## src/design/occ_pkg.sv

```systemverilog
// Package: register map, fields, reset values and timing counts for oscillator control
package occ_pkg;
  localparam logic [7:0]  OCC_OSC_CTRL_OFS   = 8'h00;
  localparam logic [7:0]  OCC_TUNE_OFS       = 8'h10;
  localparam logic [7:0]  OCC_REF_CTRL_OFS   = 8'h20;
  localparam logic [7:0]  OCC_UNLOCK_OFS     = 8'h30;
  localparam logic [7:0]  OCC_STATUS_OFS     = 8'h34;
  localparam logic [31:0] OCC_UNLOCK_KEY1    = 32'hAA99_6655;
  localparam logic [31:0] OCC_UNLOCK_KEY2    = 32'h5566_99AA;
  localparam int OCC_PBDIV_LSB   = 19;
  localparam int OCC_PLLMUL_LSB  = 16;
  localparam int OCC_CUR_LSB     = 12;
  localparam int OCC_NEW_LSB     = 8;
  localparam int OCC_LOCK_BIT    = 7;
  localparam int OCC_USBLK_BIT   = 6;
  localparam int OCC_SYSLK_BIT   = 5;
  localparam int OCC_SLEEP_BIT   = 4;
  localparam int OCC_FAIL_BIT    = 3;
  localparam int OCC_USBRC_BIT   = 2;
  localparam int OCC_SEC_BIT     = 1;
  localparam int OCC_SWREQ_BIT   = 0;
  localparam int OCC_DIVRDY_BIT  = 21;
  localparam int OCC_RDIV_LSB    = 16;
  localparam int OCC_ON_BIT      = 15;
  localparam int OCC_REF_STOP_IN_IDLE_BIT    = 13;
  localparam int OCC_OE_BIT      = 12;
  localparam int OCC_REF_RUN_IN_SLEEP_BIT    = 11;
  localparam int OCC_DSW_BIT     = 9;
  localparam int OCC_ACT_BIT     = 8;
  localparam logic [5:0]  OCC_TUNE_RST   = 6'h00;
  localparam logic [14:0] OCC_RDIV_RST   = 15'h0000;
  localparam logic [3:0]  OCC_RSEL_RST   = 4'h0;
  localparam int OCC_SWITCH_NS   = 100;
  localparam int OCC_CLK_MHZ     = 100;
  localparam int OCC_SWITCH_CYC  = (OCC_SWITCH_NS * OCC_CLK_MHZ + 999) / 1000;
  localparam logic [2:0]  OCC_SRC_RC       = 3'h0;
  localparam logic [2:0]  OCC_SRC_RC_PLL   = 3'h1;
  localparam logic [2:0]  OCC_SRC_PRI_PLL  = 3'h3;
  localparam logic [3:0]  OCC_REF_SYS      = 4'h0;
  localparam logic [3:0]  OCC_REF_PB       = 4'h1;
  localparam logic [3:0]  OCC_REF_EXT      = 4'h8;
endpackage

```

## src/design/occ_pb_div.sv

```systemverilog
// Peripheral bus enable divider
`timescale 1ns/10ps
`default_nettype none
module occ_pb_div
  import occ_pkg::*;
(
  input  wire logic       mclk,
  input  wire logic       rst_b,
  input  wire logic [1:0] divisor,
  output logic            pb_en
);
  logic [2:0] cnt_reg;
  logic [2:0] limit;

  always_comb begin
    case (divisor)
      2'h3:    limit = 3'h7;
      2'h2:    limit = 3'h3;
      2'h1:    limit = 3'h1;
      default: limit = 3'h0;
    endcase
  end

  always_ff @(posedge mclk) begin
    if (!rst_b) begin
      cnt_reg <= 3'h0;
      pb_en   <= 1'b0;
    end else if (cnt_reg >= limit) begin
      cnt_reg <= 3'h0;
      pb_en   <= 1'b1;
    end else begin
      cnt_reg <= cnt_reg + 3'h1;
      pb_en   <= 1'b0;
    end
  end
endmodule
`default_nettype wire

```

## src/design/occ_ref_div.sv

```systemverilog
// Reference clock divider, toggles its output every divider plus one ticks
`timescale 1ns/10ps
`default_nettype none
module occ_ref_div
  import occ_pkg::*;
#(
  parameter int DW = 15
) (
  input  wire logic          mclk,
  input  wire logic          rst_b,
  input  wire logic          run,
  input  wire logic          tick,
  input  wire logic [DW-1:0] divider,
  output logic               ref_clk
);
  logic [DW-1:0] cnt_reg;

  always_ff @(posedge mclk) begin
    if (!rst_b || !run) begin
      cnt_reg <= '0;
      ref_clk <= 1'b0;
    end else if (tick) begin
      if (cnt_reg >= divider) begin
        cnt_reg <= '0;
        ref_clk <= ~ref_clk;
      end else begin
        cnt_reg <= cnt_reg + 1'b1;
      end
    end
  end
endmodule
`default_nettype wire

```

## src/design/occ_osc_ctrl.sv

```systemverilog
// Oscillator control and status registers with AXI4-Lite slave and reference clock output
//
// Design decisions made here: the AXI4-Lite interface to the registers and the address map.
`timescale 1ns/10ps
`default_nettype none
module occ_osc_ctrl
  import occ_pkg::*;
#(
  parameter int SWITCH_CYC = OCC_SWITCH_CYC
) (
  input  wire logic        mclk,
  input  wire logic        rst_b,
  input  wire logic        por_b,
  input  wire logic [1:0]  cfg_periph_divisor_default,
  input  wire logic [2:0]  cfg_pll_multiplier_default,
  input  wire logic [2:0]  cfg_source_default,
  input  wire logic [1:0]  cfg_switch_monitor,
  input  wire logic        usb_pll_lock_in,
  input  wire logic        usb_pll_timer_done,
  input  wire logic        sys_pll_lock_in,
  input  wire logic        sys_pll_timer_done,
  input  wire logic        fail_safe_monitor,
  input  wire logic        wait_exec,
  input  wire logic        divisor_ready_in,
  input  wire logic        ref_clock_in_pin,
  input  wire logic        ref_request,
  input  wire logic [7:0]  s_axi_awaddr,
  input  wire logic        s_axi_awvalid,
  output logic             s_axi_awready,
  input  wire logic [31:0] s_axi_wdata,
  input  wire logic [3:0]  s_axi_wstrb,
  input  wire logic        s_axi_wvalid,
  output logic             s_axi_wready,
  output logic [1:0]       s_axi_bresp,
  output logic             s_axi_bvalid,
  input  wire logic        s_axi_bready,
  input  wire logic [7:0]  s_axi_araddr,
  input  wire logic        s_axi_arvalid,
  output logic             s_axi_arready,
  output logic [31:0]      s_axi_rdata,
  output logic [1:0]       s_axi_rresp,
  output logic             s_axi_rvalid,
  input  wire logic        s_axi_rready,
  output logic [1:0]       periph_bus_divisor,
  output logic [2:0]       pll_multiplier,
  output logic [2:0]       current_source_sel,
  output logic             secondary_osc_enable,
  output logic             usb_rc_select,
  output logic             enter_sleep,
  output logic             enter_idle,
  output logic             periph_bus_clock,
  output logic             ref_clock_out_pin,
  output logic             ref_clock_out_oe_b
);
  typedef enum logic [1:0] {OCC_LK_IDLE, OCC_LK_KEY1, OCC_LK_OPEN} occ_lock_e;

  logic [2:0]  new_source_sel;
  logic        selection_lock;
  logic        sleep_select;
  logic        clock_fail_flag;
  logic        switch_request;
  logic [5:0]  rc_tune_value;
  logic [14:0] ref_divider;
  logic [14:0] ref_div_pending;
  logic        ref_on;
  logic        ref_stop_in_idle;
  logic        ref_oe;
  logic        ref_run_in_sleep;
  logic        divider_switch;
  logic        ref_active;
  logic [3:0]  ref_source_sel;
  logic        usb_pll_locked;
  logic        sys_pll_locked;
  logic        divisor_ready;
  logic        in_sleep;
  logic        in_idle;
  logic [2:0]  ext_sync;
  logic        ext_lvl;
  logic        ext_rise;
  logic [15:0] sw_cnt_reg;
  occ_lock_e   lk_state;
  logic        aw_hold;
  logic        w_hold;
  logic [7:0]  aw_addr;
  logic [31:0] w_data;
  logic [3:0]  w_strb;
  logic        wr_go;
  logic        rd_go;
  logic        sel_locked;
  logic        prot_ok;
  logic [31:0] osc_word;
  logic [31:0] ref_word;
  logic [31:0] rd_word;
  logic        pb_tick;
  logic        ref_tick;
  logic        ref_run;
  logic        ref_wave;

  assign wr_go      = aw_hold && w_hold && !s_axi_bvalid;
  assign rd_go      = s_axi_arvalid && s_axi_arready;
  assign sel_locked = cfg_switch_monitor[1] && selection_lock;
  assign prot_ok    = (lk_state == OCC_LK_OPEN);

  // Write address and data accepted in either order
  always_ff @(posedge mclk) begin
    if (!rst_b) begin
      aw_hold       <= 1'b0;
      w_hold        <= 1'b0;
      aw_addr       <= 8'h00;
      w_data        <= 32'h0000_0000;
      w_strb        <= 4'h0;
      s_axi_awready <= 1'b0;
      s_axi_wready  <= 1'b0;
      s_axi_bvalid  <= 1'b0;
      s_axi_bresp   <= 2'h0;
    end else begin
      s_axi_awready <= !aw_hold && !s_axi_awready && s_axi_awvalid;
      s_axi_wready  <= !w_hold && !s_axi_wready && s_axi_wvalid;
      if (s_axi_awvalid && s_axi_awready) begin
        aw_hold <= 1'b1;
        aw_addr <= s_axi_awaddr;
      end
      if (s_axi_wvalid && s_axi_wready) begin
        w_hold <= 1'b1;
        w_data <= s_axi_wdata;
        w_strb <= s_axi_wstrb;
      end
      if (wr_go) begin
        aw_hold      <= 1'b0;
        w_hold       <= 1'b0;
        s_axi_bvalid <= 1'b1;
        case (aw_addr)
          OCC_OSC_CTRL_OFS, OCC_TUNE_OFS, OCC_REF_CTRL_OFS, OCC_UNLOCK_OFS: s_axi_bresp <= 2'h0;
          default: s_axi_bresp <= 2'h2;
        endcase
      end else if (s_axi_bready) begin
        s_axi_bvalid <= 1'b0;
      end
    end
  end

  // Read channel, one outstanding
  always_ff @(posedge mclk) begin
    if (!rst_b) begin
      s_axi_arready <= 1'b0;
      s_axi_rvalid  <= 1'b0;
      s_axi_rdata   <= 32'h0000_0000;
      s_axi_rresp   <= 2'h0;
    end else begin
      s_axi_arready <= !s_axi_arready && !s_axi_rvalid && s_axi_arvalid;
      if (rd_go) begin
        s_axi_rvalid <= 1'b1;
        s_axi_rdata  <= rd_word;
        case (s_axi_araddr)
          OCC_OSC_CTRL_OFS, OCC_TUNE_OFS, OCC_REF_CTRL_OFS, OCC_UNLOCK_OFS, OCC_STATUS_OFS: s_axi_rresp <= 2'h0;
          default: s_axi_rresp <= 2'h2;
        endcase
      end else if (s_axi_rready) begin
        s_axi_rvalid <= 1'b0;
      end
    end
  end

  always_comb begin
    osc_word = 32'h0000_0000;
    osc_word[OCC_DIVRDY_BIT] = divisor_ready;
    osc_word[OCC_PBDIV_LSB +: 2] = periph_bus_divisor;
    osc_word[OCC_PLLMUL_LSB +: 3] = pll_multiplier;
    osc_word[OCC_CUR_LSB +: 3] = current_source_sel;
    osc_word[OCC_NEW_LSB +: 3] = new_source_sel;
    osc_word[OCC_LOCK_BIT] = selection_lock;
    osc_word[OCC_USBLK_BIT] = usb_pll_locked;
    osc_word[OCC_SYSLK_BIT] = sys_pll_locked;
    osc_word[OCC_SLEEP_BIT] = sleep_select;
    osc_word[OCC_FAIL_BIT] = clock_fail_flag;
    osc_word[OCC_USBRC_BIT] = usb_rc_select;
    osc_word[OCC_SEC_BIT] = secondary_osc_enable;
    osc_word[OCC_SWREQ_BIT] = switch_request;
    ref_word = 32'h0000_0000;
    ref_word[OCC_RDIV_LSB +: 15] = ref_divider;
    ref_word[OCC_ON_BIT] = ref_on;
    ref_word[OCC_REF_STOP_IN_IDLE_BIT] = ref_stop_in_idle;
    ref_word[OCC_OE_BIT] = ref_oe;
    ref_word[OCC_REF_RUN_IN_SLEEP_BIT] = ref_run_in_sleep;
    ref_word[OCC_DSW_BIT] = divider_switch;
    ref_word[OCC_ACT_BIT] = ref_active;
    ref_word[3:0] = ref_source_sel;
    case (s_axi_araddr)
      OCC_OSC_CTRL_OFS: rd_word = osc_word;
      OCC_TUNE_OFS:     rd_word = {26'h0, rc_tune_value};
      OCC_REF_CTRL_OFS: rd_word = ref_word;
      OCC_UNLOCK_OFS:   rd_word = {31'h0, prot_ok};
      OCC_STATUS_OFS:   rd_word = {29'h0, in_idle, in_sleep, ref_wave};
      default:          rd_word = 32'h0000_0000;
    endcase
  end

  // Unlock sequence: two keys, then one protected write
  always_ff @(posedge mclk) begin
    if (!rst_b) begin
      lk_state <= OCC_LK_IDLE;
    end else if (wr_go) begin
      case (lk_state)
        OCC_LK_IDLE: lk_state <= (aw_addr == OCC_UNLOCK_OFS && w_data == OCC_UNLOCK_KEY1) ? OCC_LK_KEY1 : OCC_LK_IDLE;
        OCC_LK_KEY1: lk_state <= (aw_addr == OCC_UNLOCK_OFS && w_data == OCC_UNLOCK_KEY2) ? OCC_LK_OPEN : OCC_LK_IDLE;
        OCC_LK_OPEN: lk_state <= OCC_LK_IDLE;
        default:     lk_state <= OCC_LK_IDLE;
      endcase
    end
  end

  // Fields loaded from configuration on power-on only
  always_ff @(posedge mclk) begin
    if (!por_b) begin
      periph_bus_divisor <= cfg_periph_divisor_default;
      pll_multiplier     <= cfg_pll_multiplier_default;
    end else if (wr_go && prot_ok && aw_addr == OCC_OSC_CTRL_OFS && w_strb[2]) begin
      if (divisor_ready) begin
        periph_bus_divisor <= w_data[OCC_PBDIV_LSB +: 2];
      end
      if (!sel_locked) begin
        pll_multiplier <= w_data[OCC_PLLMUL_LSB +: 3];
      end
    end
  end

  // Oscillator control bits and clock switch
  always_ff @(posedge mclk) begin
    if (!rst_b) begin
      new_source_sel       <= cfg_source_default;
      current_source_sel   <= cfg_source_default;
      selection_lock       <= 1'b0;
      sleep_select         <= 1'b0;
      usb_rc_select        <= 1'b0;
      secondary_osc_enable <= 1'b0;
      switch_request       <= 1'b0;
      sw_cnt_reg           <= 16'h0000;
    end else begin
      if (switch_request) begin
        if (sw_cnt_reg >= 16'(SWITCH_CYC - 1)) begin
          switch_request     <= 1'b0;
          current_source_sel <= new_source_sel;
          sw_cnt_reg         <= 16'h0000;
        end else begin
          sw_cnt_reg <= sw_cnt_reg + 16'h0001;
        end
      end
      if (wr_go && prot_ok && aw_addr == OCC_OSC_CTRL_OFS) begin
        if (w_strb[1] && !sel_locked && !switch_request) begin
          new_source_sel <= w_data[OCC_NEW_LSB +: 3];
        end
        if (w_strb[0]) begin
          if (!selection_lock || !cfg_switch_monitor[1]) begin
            selection_lock <= w_data[OCC_LOCK_BIT];
          end
          sleep_select         <= w_data[OCC_SLEEP_BIT];
          usb_rc_select        <= w_data[OCC_USBRC_BIT];
          secondary_osc_enable <= w_data[OCC_SEC_BIT];
          if (w_data[OCC_SWREQ_BIT] && !sel_locked && !switch_request) begin
            switch_request <= 1'b1;
          end
        end
      end
    end
  end

  // Clock fail: set wins over clear-on-read
  always_ff @(posedge mclk) begin
    if (!rst_b) begin
      clock_fail_flag <= 1'b0;
    end else if (fail_safe_monitor) begin
      clock_fail_flag <= 1'b1;
    end else if (rd_go && s_axi_araddr == OCC_OSC_CTRL_OFS) begin
      clock_fail_flag <= 1'b0;
    end
  end

  // Status inputs and power mode
  always_ff @(posedge mclk) begin
    if (!rst_b) begin
      usb_pll_locked <= 1'b0;
      sys_pll_locked <= 1'b0;
      divisor_ready  <= 1'b0;
      in_sleep       <= 1'b0;
      in_idle        <= 1'b0;
      enter_sleep    <= 1'b0;
      enter_idle     <= 1'b0;
    end else begin
      usb_pll_locked <= usb_pll_lock_in || usb_pll_timer_done;
      sys_pll_locked <= sys_pll_lock_in || sys_pll_timer_done;
      divisor_ready  <= divisor_ready_in;
      enter_sleep    <= wait_exec && sleep_select;
      enter_idle     <= wait_exec && !sleep_select;
      if (wait_exec) begin
        in_sleep <= sleep_select;
        in_idle  <= !sleep_select;
      end else if (ref_request) begin
        in_sleep <= 1'b0;
        in_idle  <= 1'b0;
      end
    end
  end

  // Tuning register
  always_ff @(posedge mclk) begin
    if (!rst_b) begin
      rc_tune_value <= OCC_TUNE_RST;
    end else if (wr_go && prot_ok && aw_addr == OCC_TUNE_OFS && w_strb[0]) begin
      rc_tune_value <= w_data[5:0];
    end
  end

  // Reference clock control
  always_ff @(posedge mclk) begin
    if (!rst_b) begin
      ref_on           <= 1'b0;
      ref_stop_in_idle <= 1'b0;
      ref_oe           <= 1'b0;
      ref_run_in_sleep <= 1'b0;
      ref_source_sel   <= OCC_RSEL_RST;
      ref_divider      <= OCC_RDIV_RST;
      ref_div_pending  <= OCC_RDIV_RST;
      divider_switch   <= 1'b0;
    end else begin
      if (divider_switch) begin
        ref_divider    <= ref_div_pending;
        divider_switch <= 1'b0;
      end
      if (wr_go && aw_addr == OCC_REF_CTRL_OFS) begin
        if (w_strb[3] && w_strb[2]) begin
          ref_div_pending <= w_data[OCC_RDIV_LSB +: 15];
          if (!ref_on) begin
            ref_divider <= w_data[OCC_RDIV_LSB +: 15];
          end
        end
        if (w_strb[1]) begin
          ref_on           <= w_data[OCC_ON_BIT];
          ref_stop_in_idle <= w_data[OCC_REF_STOP_IN_IDLE_BIT];
          ref_oe           <= w_data[OCC_OE_BIT];
          ref_run_in_sleep <= w_data[OCC_REF_RUN_IN_SLEEP_BIT];
          if (w_data[OCC_DSW_BIT]) begin
            divider_switch <= 1'b1;
          end
        end
        if (w_strb[0] && !ref_active && w_data[3:0] <= OCC_REF_EXT) begin
          ref_source_sel <= w_data[3:0];
        end
      end
    end
  end

  // External reference input synchroniser
  always_ff @(posedge mclk) begin
    if (!rst_b) begin
      ext_sync <= 3'h0;
      ext_lvl  <= 1'b0;
    end else begin
      ext_sync <= {ext_sync[1:0], ref_clock_in_pin};
      if (ext_sync[1] == ext_sync[2]) begin
        ext_lvl <= ext_sync[2];
      end
    end
  end

  assign ext_rise = ext_sync[1] && ext_sync[2] && !ext_lvl;

  always_comb begin
    case (ref_source_sel)
      OCC_REF_SYS: ref_tick = 1'b1;
      OCC_REF_PB:  ref_tick = pb_tick;
      OCC_REF_EXT: ref_tick = ext_rise;
      default:     ref_tick = (ref_source_sel <= OCC_REF_EXT);
    endcase
  end

  assign ref_run = ref_on && !(in_idle && ref_stop_in_idle)
                 && !(in_sleep && (ref_source_sel <= OCC_REF_PB || !ref_run_in_sleep));

  always_ff @(posedge mclk) begin
    if (!rst_b) begin
      ref_active         <= 1'b0;
      ref_clock_out_pin  <= 1'b0;
      ref_clock_out_oe_b <= 1'b1;
      periph_bus_clock   <= 1'b0;
    end else begin
      ref_active         <= ref_on && ref_request;
      ref_clock_out_pin  <= ref_oe && ref_wave;
      ref_clock_out_oe_b <= !(ref_oe && ref_on);
      periph_bus_clock   <= pb_tick;
    end
  end

  occ_pb_div u_pb_div (
    .mclk    (mclk),
    .rst_b   (rst_b),
    .divisor (periph_bus_divisor),
    .pb_en   (pb_tick)
  );

  occ_ref_div #(.DW(15)) u_ref_div (
    .mclk    (mclk),
    .rst_b   (rst_b),
    .run     (ref_run),
    .tick    (ref_tick),
    .divider (ref_divider),
    .ref_clk (ref_wave)
  );
endmodule
`default_nettype wire

```

## config.mk

```make
export PLATFORM = sky130hd
export DESIGN_NAME = occ_osc_ctrl
export DESIGN_NICKNAME = d
export VERILOG_FILES = /design/src/design/occ_pkg.sv /design/src/design/occ_pb_div.sv /design/src/design/occ_ref_div.sv /design/src/design/occ_osc_ctrl.sv
export SDC_FILE = /design/constraint.sdc
export NUM_CORES = 1
export LEC_CHECK = 0
export BUFFER_PORTS_ARGS = -buffer_cell sky130_fd_sc_hd__buf_2
export CAP_MARGIN = 20
export CORE_MARGIN = 1.5
export CORE_UTILIZATION = 50
export CTS_CLUSTER_DIAMETER = 50
export CTS_CLUSTER_SIZE = 14
export DETAILED_ROUTE_END_ITERATION = 8
export PLACE_DENSITY = 0.72
export SLEW_MARGIN = 10
export SYNTH_ARGS = -nofsm -noshare
export SYNTH_HDL_FRONTEND = slang
export SYNTH_HIERARCHICAL = 1
export SYNTH_SLANG_ARGS = --single-unit
```

## constraint.sdc

```tcl
create_clock -name mclk -period 6.8 [get_ports mclk]
set_input_delay 1.02 -clock mclk [delete_from_list [all_inputs] [get_ports mclk]]
set_output_delay 1.02 -clock mclk [all_outputs]
set_load 0.005 [all_outputs]
```

### Yosys cells after proc, flatten, opt, wreduce, memory -nomap -nowiden

Cells that the tools add are included.

* bits in registers: 202
* bits of input ports: 79
* output and inout port bits: 56

* add/subtract/negate cells: 3
* order comparisons: 6
* eq/ne operators: 24
* muxes and demuxes: 42
* bitwise gates (word level): 2
* reductions and logical operators: 87

Operator list (count)
* one-hot mux 31 bit (5 select lines): 1
* two-way mux 15 bit: 5
* equality test 8 x 6 -> 1 bit, second input constant: 5
* logical AND 1 bit: 39
* equality test 32 x 31 -> 1 bit, second input constant: 1
* equality test 32 bit, second input constant: 1
* two-way mux 3 bit: 9
* logical NOT 1 bit: 20
* AND reduction 2 bit: 9
* two-way mux 1 bit: 17
* adder 16 x 1 -> 16 bit, second input constant: 1
* equality test 8 x 5 -> 1 bit, second input constant: 2
* >= comparator 16 x 4 -> 1 bit, second input constant: 1
* logical NOT 8 bit: 2
* two-way mux 16 bit: 1
* adder 15 x 1 -> 15 bit, second input constant: 1
* >= comparator 15 bit: 1
* two-way mux 2 bit: 6
* inequality test 2 x 1 -> 1 bit, second input constant: 6
* one-hot mux 3 bit (3 select lines): 1
* <= comparator 4 bit, second input constant: 2
* nonzero test 2 bit: 4
* equality test 2 bit, second input constant: 3
* AND reduction 3 bit: 2
* other kinds (17): 24

### Longest topological paths before layout

Gate-level depths: netlist (run 1).

* depth in word-level cells: 7
* gate-level depth with buffers: 10
* mapped depth without buffers: 10

### Modules after synthesis

Netlist (run 1), hierarchy kept.

Modules (own cells, without submodules)
* occ_osc_ctrl: times used 1, cells each 821, area an instance 7354.6 um^2, seq. area each 3693.5 um^2
* occ_ref_div: times used 1, cells each 129, area an instance 1112.3 um^2, seq. area each 320.3 um^2
* occ_pb_div: times used 1, cells each 23, area an instance 221.5 um^2, seq. area each 80.1 um^2

### Worst setup path after synthesis (run 1)

No wires, ideal clock.

* kind: input to register
* start: input port s_axi_araddr[3]
* end: register s_axi_rdata[4]
* arrival time: 2608 ps
* setup slack: 4122 ps
* stages on the path: 5
* path through: or4_1 > clkbuf_1 > or4_1 > or3_1 > a21oi_1

* longest elaborated chain between the ends: 2
* elaborated cells on any way between the ends: 6
* classes of those cells: 4 x eq/ne; 1 x mux; 1 x reduce/logical

RTL lines
* from (decl): line occ_osc_ctrl.sv:37 `input wire logic [7:0] s_axi_araddr,`
* equality test 8 x 6 -> 1 bit, or another cell as far along: line occ_osc_ctrl.sv:188 `case (s_axi_araddr)`
* one-hot mux 31 bit (5 select lines) *: line occ_osc_ctrl.sv:188
* to (signal assigned): line occ_osc_ctrl.sv:153 `s_axi_rdata <= rd_word;`
* to (decl): line occ_osc_ctrl.sv:40 `output logic [31:0] s_axi_rdata,`

Mark *: on every way between the ends. The rest lies on a longest branch, timed or not.
A chain may end at the register's enable or synchronous reset.

### Worst setup path in the final report (run 1)

* start: register ext_sync[1]
* end: register u_ref_div.cnt_reg[13]

* longest elaborated chain between the ends: 3

RTL lines
* from (decl): line occ_osc_ctrl.sv:77 `logic [2:0] ext_sync;`
* from (signal assigned): line occ_osc_ctrl.sv:358 `ext_sync <= {ext_sync[1:0], ref_clock_in_pin};`
* logical AND 1 bit (2 in a row): line occ_osc_ctrl.sv:365 `assign ext_rise = ext_sync[1] && ext_sync[2] && !ext_lvl;`
* one-hot mux 1 bit (3 select lines): line occ_osc_ctrl.sv:368 `case (ref_source_sel)`
* net ref_tick: line occ_osc_ctrl.sv:95 `logic ref_tick;`
* to (signal assigned): line occ_ref_div.sv:27 `cnt_reg <= cnt_reg + 1'b1;`
* to (decl): line occ_ref_div.sv:16 `logic [DW-1:0] cnt_reg;`

The timed path passes the listed nets, and every way through them passes these cells.

==> results of run 1 <==
-- cell type report --
| type | count | area [um^2] | share of cell area (%) |
|---|---|---|---|
| Clock buffer | 19 | 432.9 | 4.323 |
| Clock inverter | 13 | 122.6 | 1.225 |
| Multi-Input combinational cell | 686 | 4249 | 42.43 |
| Timing Repair Buffer | 138 | 718.2 | 7.172 |
| Tap cell | 225 | 281.5 | 2.811 |
| Sequential cell | 199 | 4094 | 40.88 |
| Inverter | 30 | 115.1 | 1.150 |
-- per-stage QoR --
stage          setup slack (ps)  cell area, um^2  hold WS [ps]
2_1_floorplan              4122             8696         385.5
3_3_place_gp               3585             9442         417.1
3_5_place_dp               3580             9442         431.2
4_1_cts                    3967             9997         435.4
5_1_grt                    3764            10010         449.2
6_report                   3957            10010         432.8
-- cells in the final DEF (no fill, tap or decap), types with 7 or more instances in the layout --
cell type	count
dfxtp_1	188
nand2_1	171
buf_2	130
a21oi_1	83
nor2_1	58
nor3_1	38
mux2i_1	36
inv_1	29
ha_1	24
nand4_1	23
nand3_1	21
clkbuf_16	17
a22oi_1	16
xor2_1	16
mux2_2	14
o21ai_0	14
nor4_1	12
and3_1	12
a211oi_2	11
a32oi_1	11
edfxtp_1	11
and2_1	10
a211oi_1	10
nor2_2	10
xnor2_1	9
nand4b_1	8
nor4b_1	7
buf_4	7
-- logic make-up (layout without fill, tap and decap cells) --
logic type,Yosys count,in the layout
AND/OR/NAND/NOR,415,415
other,1,3
multiplexers,50,50
adder cells (fa/ha/maj),24,24
XOR/XNOR,25,25
AO/OA/AOI/OAI,169,169
flip-flops,199,199
buffers and inverters,90,200
-- final timing paths --
| check | depth (start not counted) | endpoint | start |
|---|---|---|---|
| max | 10 | u_ref_div/cnt_reg[13]$_SDFFE_PP0P_ | ext_sync[1]$_SDFF_PN0_ |
| min | 1 | ext_sync[1]$_SDFF_PN0_ | ext_sync[0]$_SDFF_PN0_ |
| max reg2reg | 10 | u_ref_div/cnt_reg[13]$_SDFFE_PP0P_ | ext_sync[1]$_SDFF_PN0_ |
| min reg2reg | 1 | ext_sync[1]$_SDFF_PN0_ | ext_sync[0]$_SDFF_PN0_ |
-- cells in the mapped netlist (9+ instances only) --
cell type / number / share of area [%]
and3_1: 12 / 0.86
o21ai_0: 14 / 0.81
xnor2_1: 9 / 0.91
nand2_1: 171 / 7.4
a22oi_1: 16 / 1.4
clkbuf_1: 45 / 1.9
a32oi_1: 11 / 1.1
a211oi_2: 11 / 1.6
nor4_1: 14 / 1.0
a211oi_1: 10 / 0.86
nor2_2: 10 / 0.72
mux2i_1: 36 / 4.1
edfxtp_1: 11 / 3.8
dfxtp_1: 188 / 43
nand4_1: 23 / 1.7
ha_1: 24 / 3.5
xor2_1: 16 / 1.6
nor3_1: 38 / 2.2
mux2_2: 14 / 1.8
and2_1: 11 / 0.79
nand3_1: 21 / 1.2
nor2_1: 58 / 2.5
a21oi_1: 83 / 4.8
inv_1: 29 / 1.3
-- critical path, delay by kind of cell (launching register included) --
family          cells  cell delay [ps]
simple gates        6             1570
compound gates      2              450
flops               1              340
fa+ha+maj           1              150
xor+xnor            1              210
-- routing by layer --
metal,GRT usage [%],wire (um),up-vias
li1,-,-,3633
met1,33.59,10230,3433
met2,37.46,9816,248
met3,4.354,1249,24
met4,6.989,315,0
met5,0,0,-
-- report_power, final --
part / switching [mW] / internal [mW]
sequential: 0.0238 / 1.20
clock: 0.460 / 0.511
combinational: 0.0753 / 0.0542
==> results.ini, run 1 <==
[worst_setup_path]
critPathMaxFanout = 6
r2r_slack_ps = 3960
crit_path_start_kind = register
crit_path_frequent_cell = and3_1
cp.arrival_ps = 3160
slowest_delay_ps = 600
end_kind = register
critical_path.slowest_cell = or4b_2
critical_path_class = reg -> reg
cp.required_ps = 7120
path_cells = ha_1 -> or4b_2 -> a21o_1 -> o21ai_0 -> and3_1 -> and3_1 -> and3_1 -> nand4_1 -> xor2_1 -> nor2_2

[place]
finalWeightedCongestion = 0.8408
dpl.hpwl_um = 15130
portBuffers = 130
dp_cells = 1277

[cts]
cts_max_level = 4
clockRootBuffer = clkbuf_16
cts-resized-gates = 0
cts.clk_slew.worst_paths_ps = 70
clock_path_buffers = 2
cts_tree = built
cts_hold_buf = 0
cts_buffers = 17
cts_num_sinks = 199
post_cts_buffers = 0
clk_latency_ps = 440

[global_routing]
grt_pass1_wl_um = 34300
antenna_found_initial = 0
first_global_vias = 6621
grt_start_max_net_pins = 95
grt.overflow.total = 0
track_usage_pct = 23.86

[floorplan]
core_mm2 = 0.01712
boundaryPins = 135
start_util_pct = 50.76
row_count = 48
die_w_um = 134.8
die_area_mm2 = 0.01818
dieHeight_um = 134.8

[final_layout]
stdcell_count = 1310
fill_cells = 1547
area_growth_pct = 15.25
fin_nets = 1175
drive_gt1_share_pct = 20.18
diodes = 0
largest_reg_flops = 32
fin_util_pct = 58.50

[detailed_routing]
drtIter0Drc = 746
viasPerCell = 5.602
vias = 7338
wl_per_cell_um = 16.50
drtAntennaViolNets = 0
postRouteWirelength_um = 21610
remaining_drc_errors = 0
drtPass1Iterations = 5

[pwr]
power.total_mw = 2.324
peakVddDrop_v = 0.0001899
powerDensity_mw_per_mm2 = 232.1
p_leak_nw = 3.809

[synth]
yosys.cell_types.count = 65
synth_edf_count = 11
synth_top_family_by_area = simple AND/OR/NAND/NOR gates
synth-compound-area-share_pct = 12.99
syn_avg_cell_area_um2 = 8.929
ys.flop_type = dfxtp_1
async_flop_share_pct = 0
ys_ff_latch = 199
syn-instance-count = 973
synth_xor_area_share_pct = 2.520
seq_area_frac_synth_pct = 47.12
synthMuxAreaShare_pct = 5.962
synth_fa_ha_area_share_pct = 3.456
yosys_warnings = 6
synthSimpleGateAreaFrac_pct = 23.69
syn-cell-area_mm2 = 0.008688

[sta]
min_period_over_period_pct = 41.80
fmax_mhz = 351.8
tightest_slew_ps = 1015
post-route-min-period_ps = 2843
setup_tns_ps = 0
hold_viol = 0
relSlewSlack_pct = 32.31
fin_skew_ps = 8.422
final_max_slew_viol_count = 0
setup_viol = 0
rsz0062_at_grt = no

[run]
maxCapViolCount = 0

[run_status]
outcome = finished clean

[min_path]
hold_class = reg -> reg

(Power assumes the default switching activity.)
==> run 2, diff against run 1 <==
- clock period: 6.8 -> 2.9 ns (I/O delays scaled with it)
==> results.ini, run 2 (synthesis results as in run 1) <==
[pwr]
p_leak_nw = 3.881  ; +1.9%
peakVddDrop_v = 0.0004436  ; +130%
power.total_mw = 5.468  ; +140%
powerDensity_mw_per_mm2 = 539.7  ; +130%

[sta]
tightest_slew_ps = 971.1  ; -44.31 ps
setup_tns_ps = 0  ; unchanged
hold_viol = 0  ; unchanged
fmax_mhz = 404.4  ; +15%
final_max_slew_viol_count = 0  ; unchanged
min_period_over_period_pct = 85.27  ; +43 points
post-route-min-period_ps = 2473  ; -369.8 ps
setup_viol = 0  ; unchanged
layout_setup_ws_ps = 427.3  ; -3530 ps
rsz0062_at_grt = no
relSlewSlack_pct = 35.17  ; +2.9 points
fin_skew_ps = 10.94  ; +2.516 ps

[worst_setup_path]
r2r-start = ext_sync[2]$_SDFF_PN0_
worstRegToRegCells = 10  ; unchanged
cp.arrival_ps = 2790  ; -370 ps
crit_path_start_kind = register
reg2reg_to = u_ref_div/cnt_reg[13]$_SDFFE_PP0P_
critical_path_class = reg -> reg
r2r_slack_ps = 430  ; -3530 ps
critPathMaxFanout = 3  ; -3
cp.required_ps = 3220  ; -3900 ps
end_kind = register

[min_path]
hold_depth = 2  ; +1
holdPathEnd = ext_sync[0]$_SDFF_PN0_
hold_start = ref_clock_in_pin
hold_class = in -> reg

[detailed_routing]
vias = 7393  ; +0.75%
postRouteWirelength_um = 21630  ; about the same
drtAntennaViolNets = 0  ; unchanged
remaining_drc_errors = 0  ; unchanged
viasPerCell = 5.588  ; -0.24%
drtIter0Drc = 548  ; -27%
drtPass1Iterations = 5  ; unchanged
wl_per_cell_um = 16.35  ; -0.89%

[floorplan]
start_util_pct = 50.76  ; unchanged
boundaryPins = 135  ; unchanged
row_count = 48  ; unchanged
die_area_mm2 = 0.01818  ; unchanged
dieHeight_um = 134.8  ; unchanged
die_w_um = 134.8  ; unchanged
core_mm2 = 0.01712  ; unchanged

[global_routing]
grt_pass1_wl_um = 34530  ; +0.69%
track_usage_pct = 24.08  ; +0.23 points
first_global_vias = 6825  ; +3.1%
grt_start_max_net_pins = 56  ; -41%
antenna_found_initial = 0  ; unchanged
grt.overflow.total = 0  ; unchanged

[final_layout]
final_common_cell = dfxtp_1
fill_cells = 1535  ; -0.78%
stdcell_count = 1323  ; +0.99%
largest_reg_flops = 32  ; unchanged
area_growth_pct = 16.62
fin_nets = 1188  ; +1.1%
final_cell_mix = dfxtp_1 (188), nand2_1 (171), buf_2 (130)
fin_util_pct = 59.20  ; +0.69 points
drive_gt1_share_pct = 21.22  ; +1.0 points
diodes = 0  ; unchanged

[cts]
cts_max_level = 4  ; unchanged
clockRootBuffer = clkbuf_16
cts_buffers = 17  ; unchanged
clk_latency_ps = 440  ; about the same
cts.clk_slew.worst_paths_ps = 70  ; about the same
post_cts_buffers = 0  ; unchanged
cts_num_sinks = 199  ; unchanged
cts_tree = built
cts-resized-gates = 0  ; unchanged
clock_path_buffers = 2  ; unchanged
cts_hold_buf = 0  ; unchanged

[place]
place_ws_ps = 446.3  ; -3134 ps
dp_cells = 1291  ; +1.1%
portBuffers = 130  ; unchanged
finalWeightedCongestion = 0.8409  ; about the same
dpl.hpwl_um = 15550  ; +2.8%

[run_status]
outcome = finished clean

[run]
maxCapViolCount = 0  ; unchanged

==> run 2: changes by cell type in the layout (fill, tap and decap cells not counted), sizes merged <==
cell    previous run  this run
buf              138       151
bufinv             1         0
inv               35        36
==> run 2: metal layers <==
metal / track usage [%] / vias up / routed length, um
met5: 0 / - / 0
met4: 7.288 / 0 / 363
met3: 3.566 / 28 / 1094
met2: 38.38 / 212 / 9888
met1: 33.91 / 3496 / 10290
li1: - / 3657 / -
==> run 2: power breakdown <==
part	internal (mW)	switching (mW)
Sequential	2.81	0.0563
Clock	1.19	1.09
Combinational	0.134	0.176
Total	4.14	1.33
==> run 2: worst max-delay path: stages (launching register included) <==
cell and delay [ps]:
dfxtp_1 330, ha_1 140, or4b_2 580, a21o_1 180
o21ai_0 140, and3_1 240, and3_1 200, and3_1 190
nand4_1 120, xor2_1 190, nor2_2 40
==> run 2: area by class of cell <==
| type | count | area [um^2] | share of cell area (%) |
|---|---|---|---|
| multi-input cells | 686 | 4248 | 41.92 |
| flip-flops and latches | 199 | 4094 | 40.41 |
| repair buffers | 151 | 820.8 | 8.101 |
| clock buffers | 19 | 464.2 | 4.581 |
| well taps | 225 | 281.5 | 2.778 |
| inverters | 30 | 115.1 | 1.136 |
| clock inverters | 13 | 108.9 | 1.074 |
==> run 2: how the worst max path moves through the flow <==
| stage | endpoint | depth (start not counted) | from |
|---|---|---|---|
| 2_1_floorplan | u_ref_div/cnt_reg[14]$_SDFFE_PP0P_ | 10 | ext_sync[2]$_SDFF_PN0_ |
| 3_3_place_gp | u_ref_div/cnt_reg[14]$_SDFFE_PP0P_ | 10 | ext_sync[1]$_SDFF_PN0_ |
| 3_5_place_dp | u_ref_div/cnt_reg[13]$_SDFFE_PP0P_ | 10 | ext_sync[2]$_SDFF_PN0_ |
| 4_1_cts | u_ref_div/cnt_reg[13]$_SDFFE_PP0P_ | 10 | ext_sync[2]$_SDFF_PN0_ |
| 5_1_grt | u_ref_div/cnt_reg[14]$_SDFFE_PP0P_ | 10 | ext_sync[2]$_SDFF_PN0_ |
| 6_report | u_ref_div/cnt_reg[13]$_SDFFE_PP0P_ | 10 | ext_sync[2]$_SDFF_PN0_ |
==> run 2: metrics by stage <==
stage	hold slack, ps	instance area, um^2
2_1_floorplan	385.5	8696
3_3_place_gp	433.6	9559
3_5_place_dp	444.7	9559
4_1_cts	196.6	10130
5_1_grt	201.6	10130
6_report	205.2	10130
